$ cat src/ksm_pkg.sv
// Constants for the key stream field XOR mapper.
// Assumes a 32-bit APB master and a 100 MHz pclk.
package ksm_pkg;
    // APB register byte offsets
    localparam logic [7:0] KSM_CTRL_OFS = 8'h00;
    localparam logic [7:0] KSM_BLEN_OFS = 8'h04;
    localparam logic [7:0] KSM_FRAME_OFS = 8'h08;
    localparam logic [7:0] KSM_STAT_OFS = 8'h0C;
    // Control, frame and status register field positions
    localparam int KSM_CTRL_EN = 0;
    localparam int KSM_CTRL_DBL = 1;
    localparam int KSM_CTRL_FMT_LO = 2;
    localparam int KSM_FRAME_FN_LO = 0;
    localparam int KSM_FRAME_MFN_LO = 4;
    localparam int KSM_STAT_SEG = 16;
    localparam int KSM_STAT_ACT = 17;
    // Field geometry
    localparam logic [10:0] KSM_TAIL_BITS = 11'h028;
    localparam logic [10:0] KSM_DBL_SEG_LEN = 11'h348;
    localparam logic [10:0] KSM_SUB_DATA = 11'h040;
    localparam logic [10:0] KSM_SUB_LEN = 11'h050;
    localparam logic [10:0] KSM_SINGLE_DATA = 11'h300;
    localparam logic [10:0] KSM_BLEN_RST = 11'h050;
    // B-field layouts
    typedef enum logic [1:0] {
        KSM_FMT_UNPROT = 2'b00,
        KSM_FMT_MULTI = 2'b01,
        KSM_FMT_SINGLE = 2'b10,
        KSM_FMT_RSVD = 2'b11
    } ksm_fmt_type;
endpackage

$ cat src/ksm_mapper.sv
// Key stream to D-field XOR mapper for half, long and double slot bearers.
// Assumes the key stream generator presents one key bit beside every D-field
// bit, and MAC framing delivers tail bits a8..a47 then B-field bits serially.
`timescale 1ns/1ps

// Functional notes
// - Half/long segment is 40 plus j bits
// - Ciphered tail: key bits 0-39 onto a8-a47
// - Other tail: key bits 0-39 discarded
// - Unprotected half/long: key 40+ onto B bits
// - Protected half/long: skip 104-119, resume at 120
// - Frame stream splits into two segments
// - Double slot segments are 840 bits
// - Double unprotected: key 40-839 onto 800 bits
// - Double single-subfield: 768 data bits ciphered only
// - Ten subfields of 80 bits, then X
// - Per subfield 64 ciphered, 16 skipped
// - Checks and X-field pass unmodified
// - Each bearer ciphered with own initialization value
// - Transmit: first field first segment, second second
// - Receive: first field first segment, second second
// - Connection cipher mode applies to all bearers
// - Related connections share one cipher mode
// - Half/long B0: 64 data, 16 check
module ksm_mapper (
    // Clock and reset
    input wire logic pclk,
    input wire logic presetn,
    // APB slave
    input wire logic psel,
    input wire logic penable,
    input wire logic pwrite,
    input wire logic [7:0] paddr,
    input wire logic [31:0] pwdata,
    output logic [31:0] prdata,
    output logic pready,
    output logic pslverr,
    // Framing side
    input wire logic frame_start,
    input wire logic field_start,
    input wire logic tail_ct,
    input wire logic [3:0] bearer_id,
    input wire logic d_valid,
    input wire logic d_bit,
    output logic q_valid,
    output logic q_bit,
    output logic field_done,
    // Key stream generator side
    input wire logic ks_bit,
    output logic ks_take,
    output logic ks_segment,
    output logic [31:0] init_value
);
    import ksm_pkg::*;

    typedef struct packed {
        logic en;
        logic dbl;
        logic [1:0] fmt;
        logic [10:0] blen;
        logic [3:0] fn;
        logic [23:0] mfn;
        logic act;
        logic tail_l;
        logic ciph;
        logic dbl_l;
        logic [1:0] fmt_l;
        logic [10:0] blen_l;
        logic seg;
        logic seen;
        logic [10:0] idx;
        logic [6:0] sub;
        logic q_bit;
        logic q_valid;
        logic done;
        logic [15:0] fcnt;
        logic [31:0] rdata;
        logic err;
        logic [31:0] iv;
    } ksm_state_type;

    ksm_state_type s_q, s_d;

    logic [10:0] seg_len;
    logic [10:0] b_idx;
    logic in_seg;
    logic in_b;
    logic key_hit;
    logic setup;
    logic access;
    logic addr_ok;

    assign setup = psel && !penable;
    assign access = psel && penable;
    assign addr_ok = (paddr == KSM_CTRL_OFS) || (paddr == KSM_BLEN_OFS) ||
                     (paddr == KSM_FRAME_OFS) || (paddr == KSM_STAT_OFS);

    // Segment length and B-field bit position of the current bit
    assign seg_len = s_q.dbl_l ? KSM_DBL_SEG_LEN : 11'(KSM_TAIL_BITS + s_q.blen_l);
    assign in_seg = s_q.act && (s_q.idx < seg_len);
    assign in_b = s_q.idx >= KSM_TAIL_BITS;
    assign b_idx = 11'(s_q.idx - KSM_TAIL_BITS);

    // One mapping serves both directions, so deciphering inverts ciphering
    // Reserved format keys no B-field bit, a safe state for a half-programmed mode
    always_comb begin
        key_hit = 1'b0;
        if (!in_b) begin
            key_hit = s_q.tail_l;
        end else begin
            unique case (s_q.fmt_l)
                KSM_FMT_UNPROT: key_hit = 1'b1;
                KSM_FMT_MULTI: begin
                    if (s_q.dbl_l) begin
                        key_hit = {4'h0, s_q.sub} < KSM_SUB_DATA;
                    end else begin
                        key_hit = (b_idx < KSM_SUB_DATA) || (b_idx >= KSM_SUB_LEN);
                    end
                end
                KSM_FMT_SINGLE: key_hit = b_idx < KSM_SINGLE_DATA;
                KSM_FMT_RSVD: key_hit = 1'b0;
            endcase
        end
    end

    // Key bits are consumed for every position of the segment, used or not.
    // A bit offered beside field_start is dropped, so it must not eat key either,
    // or the generator and the mapper would fall out of step for the whole field.
    assign ks_take = d_valid && in_seg && !field_start;

    always_comb begin
        s_d = s_q;
        s_d.done = 1'b0;
        s_d.q_valid = 1'b0;
        // APB: read data captured in setup, write takes effect in access
        // Registering the decode in setup keeps pslverr off the late address path
        if (setup) begin
            s_d.err = !addr_ok;
            unique case (paddr)
                KSM_CTRL_OFS: s_d.rdata = {28'h0000000, s_q.fmt, s_q.dbl, s_q.en};
                KSM_BLEN_OFS: s_d.rdata = {21'h000000, s_q.blen};
                KSM_FRAME_OFS: s_d.rdata = {4'h0, s_q.mfn, s_q.fn};
                KSM_STAT_OFS: s_d.rdata = {14'h0000, s_q.act, s_q.seg, s_q.fcnt};
                default: s_d.rdata = 32'h00000000;
            endcase
        end
        if (access && pwrite) begin
            unique case (paddr)
                KSM_CTRL_OFS: begin
                    s_d.en = pwdata[KSM_CTRL_EN];
                    s_d.dbl = pwdata[KSM_CTRL_DBL];
                    s_d.fmt = pwdata[KSM_CTRL_FMT_LO +: 2];
                end
                KSM_BLEN_OFS: s_d.blen = pwdata[10:0];
                KSM_FRAME_OFS: begin
                    s_d.fn = pwdata[KSM_FRAME_FN_LO +: 4];
                    s_d.mfn = pwdata[KSM_FRAME_MFN_LO +: 24];
                end
                default: s_d.err = s_q.err;
            endcase
        end
        // The frame boundary rearms the first segment
        if (frame_start) begin
            s_d.seen = 1'b0;
        end
        if (field_start) begin
            // First field of a frame takes the first segment, the next the second
            s_d.seg = s_q.seen && !frame_start;
            s_d.seen = 1'b1;
            s_d.act = 1'b1;
            s_d.idx = 11'h000;
            s_d.sub = 7'h00;
            s_d.tail_l = tail_ct;
            // Mode sampled per field so every bearer of the connection follows it
            s_d.ciph = s_q.en;
            s_d.dbl_l = s_q.dbl;
            s_d.fmt_l = s_q.fmt;
            s_d.blen_l = s_q.blen;
            // The bearer number keeps the key streams of parallel bearers apart
            s_d.iv = {bearer_id, s_q.mfn, s_q.fn};
        end else if (d_valid) begin
            s_d.q_valid = 1'b1;
            s_d.q_bit = d_bit ^ (ks_bit && in_seg && key_hit && s_q.ciph);
            if (s_q.act) begin
                s_d.idx = 11'(s_q.idx + 11'h001);
                if (in_b) begin
                    s_d.sub = ({4'h0, s_q.sub} == 11'(KSM_SUB_LEN - 11'h001)) ? 7'h00 : 7'(s_q.sub + 7'h01);
                end
                if (11'(s_q.idx + 11'h001) == seg_len) begin
                    s_d.act = 1'b0;
                    s_d.done = 1'b1;
                    s_d.fcnt = 16'(s_q.fcnt + 16'h0001);
                end
            end
        end
    end

    always_ff @(posedge pclk or negedge presetn) begin
        if (!presetn) begin
            s_q <= '0;
            // A half slot length keeps the first field sane before software writes j
            s_q.blen <= KSM_BLEN_RST;
            s_q.blen_l <= KSM_BLEN_RST;
        end else begin
            s_q <= s_d;
        end
    end

    assign prdata = s_q.rdata;
    assign pready = access;
    assign pslverr = access && s_q.err;
    assign q_valid = s_q.q_valid;
    assign q_bit = s_q.q_bit;
    assign field_done = s_q.done;
    assign ks_segment = s_q.seg;
    assign init_value = s_q.iv;
endmodule

$ cat config.mk
export PLATFORM = sky130hd
export DESIGN_NAME = ksm_mapper
export DESIGN_NICKNAME = d
export VERILOG_FILES = /design/src/ksm_pkg.sv /design/src/ksm_mapper.sv
export SDC_FILE = /design/constraint.sdc
export NUM_CORES = 1
export LEC_CHECK = 0
export BUFFER_PORTS_ARGS = -buffer_cell sky130_fd_sc_hd__buf_2
export CAP_MARGIN = 20
export CORE_UTILIZATION = 53
export DETAILED_ROUTE_END_ITERATION = 12
export PLACE_DENSITY = 0.79
export SYNTH_ARGS = -nofsm -noshare
export SYNTH_HDL_FRONTEND = slang
export SYNTH_SLANG_ARGS = --single-unit
$ cat constraint.sdc
create_clock -name pclk -period 3 [get_ports pclk]
set_input_delay 0.6 -clock pclk [delete_from_list [all_inputs] [get_ports pclk]]
set_output_delay 0.6 -clock pclk [all_outputs]
set_load 0.03 [all_outputs]
==> results of run 1 <==
-- worst max path at each step --
stage	endpoint	cells past startpoint	slack, ps
2_1_floorplan	ks_take	9	60
3_3_place_gp	ks_take	10	-150
3_5_place_dp	ks_take	10	-140
4_1_cts	ks_take	10	-400
5_1_grt	ks_take	10	-450
6_report	ks_take	9	-380
-- state kept, by name, indices dropped and copies added (netlist names) --
signal,cells
field_done,1
ks_segment,1
q_valid,1
prdata,28
q_bit,1
init_value,32
s_q,96
-- per-stage QoR --
stage                     power (mW)  setup slack (ps)  hold WS [ps]  area (sq um)
after detailed placement        2.56              -140           476          8640
after global placement          2.55              -145           461          8640
after floorplan                 2.44              56.3           304          8200
final                           4.55              -385           177          9330
after CTS                       4.59              -397           201          9280
after global routing            4.71              -449           223          9330
-- logic make-up after synthesis --
group           count (synthesis)
simple gates                  169
flops                         160
mux                           112
buf+inv                       104
compound gates                 85
xor+xnor                       46
fa+ha+maj                      19
other cells                     1
-- layout make-up --
| cell class | count | area, sq um | share of cell area |
|---|---|---|---|
| Sequential cell | 160 | 4010 | 0.430 |
| Multi-Input combinational cell | 435 | 3650 | 0.391 |
| Timing Repair Buffer | 148 | 843 | 0.0904 |
| Clock buffer | 18 | 429 | 0.0460 |
| Tap cell | 188 | 235 | 0.0252 |
| Clock inverter | 14 | 125 | 0.0134 |
| Inverter | 9 | 33.8 | 0.00362 |
-- power breakdown --
part / switching [mW] / internal, mW / leakage, nW
sequential: 0.0269 / 2.19 / 2.19
clock: 0.941 / 1.09 / 0.260
combinational: 0.192 / 0.112 / 2.20
-- timing repair --
| action | CTS | global route |
|---|---|---|
| gates cloned | 0 | 0 |
| pin swaps | 11 | 8 |
| resized for setup | 15 | 6 |
| setup buffers | 2 | 2 |
| endpoints found under the setup margin | 1 | 7 |
-- layout by cell type (no fill, tap or decap), types with 11 or more instances in the layout --
cell and count:
buf_4 30, xor2_1 26, nor2_1 30, nand3_1 16, mux2_2 99, xnor2_1 17, o21ai_0 25, clkbuf_16 17
a21oi_1 11, ha_1 15, nand2_1 40, buf_2 115, dfrtp_1 156, a22o_1 14
-- per-layer routing --
| layer | up-vias | share of wire | GRT usage |
|---|---|---|---|
| met4 | 0 | 0.021 | 0.0872 |
| met2 | 172 | 0.50 | 0.400 |
| met5 | - | 0 | 0 |
| met1 | 2872 | 0.43 | 0.298 |
| li1 | 2552 | - | - |
| met3 | 29 | 0.044 | 0.0552 |
==> flow_summary.toml, run 1 <==
[final_layout]
final_cells = 972
fin_nets = 845
antenna_cells = 0
fill_cells = 1152
area_delta_synth_final_pct = 13.9
drive_above_1_share = 0.408
fin_util = 0.616

[floorplanning]
core-area_sq_um = 15100
die_w_microns = 126
die_area_sq_um = 15900
initial_core_util = 0.541
die_h_microns = 126
rows = 45
ios = 126

[setup_path]
r2r_slack_ps = 190
crit_path_end_kind = "primary output"
r2r_end = "s_q[66]$_DFFE_PN0P_"
timing.rr.start = "s_q[108]$_DFFE_PN1P_"
start_kind = "flop"
r2r_cells = 9
path_class = "flop to primary output"
arrival_ps = 2780
critPathLaunch = "s_q[108]$_DFFE_PN1P_"
crit_path_max_incr_delay_ps = 590
crit_buf_inv = 2
crit_chain = "a21oi_4 -> o21ai_1 -> or3b_4 -> inv_2 -> ha_4 -> a211o_1 -> o221ai_2 -> and3_4 -> buf_6"
critPathRequiredTime_ps = 2400
crit_path_max_fanout = 3
cp_slowest_cell = "dfstp_2"
cp_top_family = "compound AO/OA/AOI/OAI gates"

[drt]
wl_per_cell_microns = 18.4
firstDrtPassIters = 4
via_per_inst = 5.79
antenna_left = 0
drc = 0
drt-total-wl_microns = 17900
vias = 5625
drtIter0Drc = 310

[synthesis]
synth_common_cells = "dfrtp_1 (156), mux2_2 (99), buf_4 (64)"
syn_inst = 696
yosysUniqueCellTypes = 68
synth_warnings = 0
async_flop_share = 1.00
synth_adder_area_share = 0.0290
yosysSeqAreaShare = 0.490
synth_ff_type = "dfrtp_1"
synth.area.top_cells = "dfrtp_1 (48%), mux2_2 (14%), buf_4 (5.9%)"
ys_ff_latch = 160
synth-xor-area-share = 0.0518
synth_top_family_by_area = "multiplexers"
synth_top_area_share = 0.477
synth_compound_area_frac = 0.0706
avgSynthCellArea_sq_um = 11.8
synth_edf_count = 0
synth.most_common_cell = "dfrtp_1"
synth_simple_gate_area_frac = 0.122
synth_area_sq_um = 8190
yosysTopAreaCell = "dfrtp_1"
synthMuxAreaShare = 0.158

[global_route]
grt_pass1_vias = 5773
grt_pass1_wl_microns = 29200
grt_antenna_before_repair = 0
grt_util_all_layers = 0.237
grt_max_degree = 71
overflow = 0

[timing]
grt_setup_unrepaired = "yes"
min_period_over_period = 1.13
slew-limit-headroom = 0.411
maxClockFrequency_ghz = 0.295
tns_ps = -385
final-hold-violation-count = 0
setup_viol = 1
final-max-slew-violation-count = 0
worstMarginPinSlew_ps = 883
layout_min_cycle_time_ps = 3380
skew_ps = 9.72
setup_slack_ps = -385

[placement]
place_inst = 936
io_buffers = 117
place_congestion = 0.835
dpl.hpwl_microns = 12400

[clocking]
cts.sinks = 160
ctsHtreeMaxLevel = 4
clkTransAtPathRegs_ps = 70
cts_made_buffers = 17
cts_tree = "built"
clkLatencyLatePin_ps = 420
cts-root-buf = "clkbuf_16"
clockBufferDepth = 2
hold_buffers = 0

[pwr]
peakVddDrop_uv = 433
p_leak_nw = 4.65
powerDensity_nw_per_um2 = 488

[min_path]
min_path_type = "primary input to asynchronous set/reset pin"

[flow_run]
drv_cap = 0

[outcome]
status = "finished, violations left"
failed_checks = "negative setup slack"
Note: power is estimated with default switching activity, not from simulation.
==> inputs of run 2 (changes only) <==
- CORE_UTILIZATION: 53 -> 52
- PLACE_DENSITY: 0.79 -> 0.81
- clock period: 3 -> 2.85 ns (I/O delays scaled with it)
==> flow_summary.toml, run 2 (synthesis results as in run 1) <==
[clocking]
ctsHtreeMaxLevel = 4
clkTransAtPathRegs_ps = 60
cts_made_buffers = 17
clockBufferDepth = 2
hold_buffers = 0
clkLatencyLatePin_ps = 430
cts_tree = "built"
cts.sinks = 160
cts-root-buf = "clkbuf_16"

[outcome]
status = "finished, violations left"
failed_checks = "negative setup slack"

[final_layout]
fin_nets = 860
layout_common_cells = "dfrtp_1 (156), buf_2 (115), mux2_2 (99), buf_4 (43), nand2_1 (40)"
area_delta_synth_final_pct = 16.6
antenna_cells = 0
largest_reg_flops = 96
drive_above_1_share = 0.427
final_common_cell = "dfrtp_1"
regMostFlops = "s_q"

[global_route]
grt_util_all_layers = 0.233
grt_antenna_before_repair = 0
overflow = 0
grt_pass1_wl_microns = 29000
grt_max_degree = 70
grt_pass1_vias = 5835

[flow_run]
drv_cap = 0

[timing]
final-max-slew-violation-count = 0
slew-limit-headroom = 0.411
final-hold-violation-count = 0
maxClockFrequency_ghz = 0.302
tns_ps = -462
worstMarginPinSlew_ps = 884
grt_setup_unrepaired = "yes"
setup_slack_ps = -462
skew_ps = 9.38
layout_min_cycle_time_ps = 3310
setup_viol = 1
min_period_over_period = 1.16
hold_ws_ps = 35.1

[floorplanning]
die_area_sq_um = 16200
rows = 45
die_h_microns = 127
die_w_microns = 127
ios = 126
initial_core_util = 0.537
core-area_sq_um = 15300

[pwr]
peakVddDrop_uv = 498
p_leak_nw = 4.74
powerDensity_nw_per_um2 = 514

[setup_path]
timing.rr.start = "s_q[108]$_DFFE_PN1P_"
path_class = "flop to primary output"
r2r_cells = 11
crit_path_max_fanout = 5
critPathRequiredTime_ps = 2280
crit_path_end_kind = "primary output"
arrival_ps = 2740
start_kind = "flop"
r2r_slack_ps = 0
r2r_end = "s_q[80]$_DFFE_PN0P_"

[drt]
via_per_inst = 5.61
wl_per_cell_microns = 18.0
antenna_left = 0
drt-total-wl_microns = 18200
firstDrtPassIters = 4
drtIter0Drc = 303
drc = 0
vias = 5663

[placement]
io_buffers = 117
place_congestion = 0.849
post-place-ws_ps = -292
dpl.hpwl_microns = 12400

[min_path]
min_path_type = "primary input to asynchronous set/reset pin"
-- run 2: cell count changes in the layout (fill, tap and decap cells not counted), moves of 2 or more --
cell    previous run  this run
nor4_2             9        12
buf_6              2         4
nor4_1             4         1
buf_4             30        43
-- run 2: power breakdown --
group | internal [mW] | switching [mW]
Clock | 1.25 | 0.992
Combinational | 0.124 | 0.208
Sequential | 2.31 | 0.0270
-- run 2: how the worst max path moves through the flow --
stage	start	end	cells past startpoint
5_1_grt	s_q[108]$_DFFE_PN1P_	ks_take	10
3_3_place_gp	s_q[108]$_DFFE_PN1P_	ks_take	10
4_1_cts	s_q[108]$_DFFE_PN1P_	ks_take	10
3_5_place_dp	s_q[108]$_DFFE_PN1P_	ks_take	10
6_report	s_q[107]$_DFFE_PN0P_	ks_take	11
2_1_floorplan	s_q[108]$_DFFE_PN1P_	ks_take	9
-- run 2: stage by stage --
stage               instances  area, sq um  utilization  total power [mW]
finish                   1010         9550        0.626              4.91
global route             1010         9550        0.626              5.06
CTS                      1008         9480        0.621              4.95
detailed placement        974         8790        0.576              2.70
global placement          974         8790        0.576              2.69
floorplan                 699         8200            -              2.56
-- run 2: final cells by class --
class	count	area [sq um]
Fill cell	1167	5710
Sequential cell	160	4010
Multi-Input combinational cell	435	3690
Timing Repair Buffer	163	963
Clock buffer	18	439
Tap cell	211	264
Clock inverter	14	145
Inverter	9	33.8
-- run 2: critical path, cell delays in order (launching register included) --
cell and delay, ps:
dfrtp_1 430, buf_6 150, a21oi_4 200, buf_4 140
xnor2_1 100, nor2_1 70, ha_1 190, a21o_1 190
a211o_1 310, o221ai_2 180, and3_4 230, buf_6 130
-- run 2: timing repair --
| action | 4_1_cts | 5_1_grt |
|---|---|---|
| gates resized for setup | 18 | 10 |
| setup endpoints to repair | 7 | 19 |
| setup buffers | 2 | 2 |
| pin swaps | 10 | 9 |
-- run 2: layer usage --
layer  vias up  GRT usage  part of all wire
li1       2595          -                 -
met1      2866      0.283              0.42
met2       160      0.393              0.51
met3        42     0.0519             0.045
met4         0      0.110             0.027
met5         -          0                 0
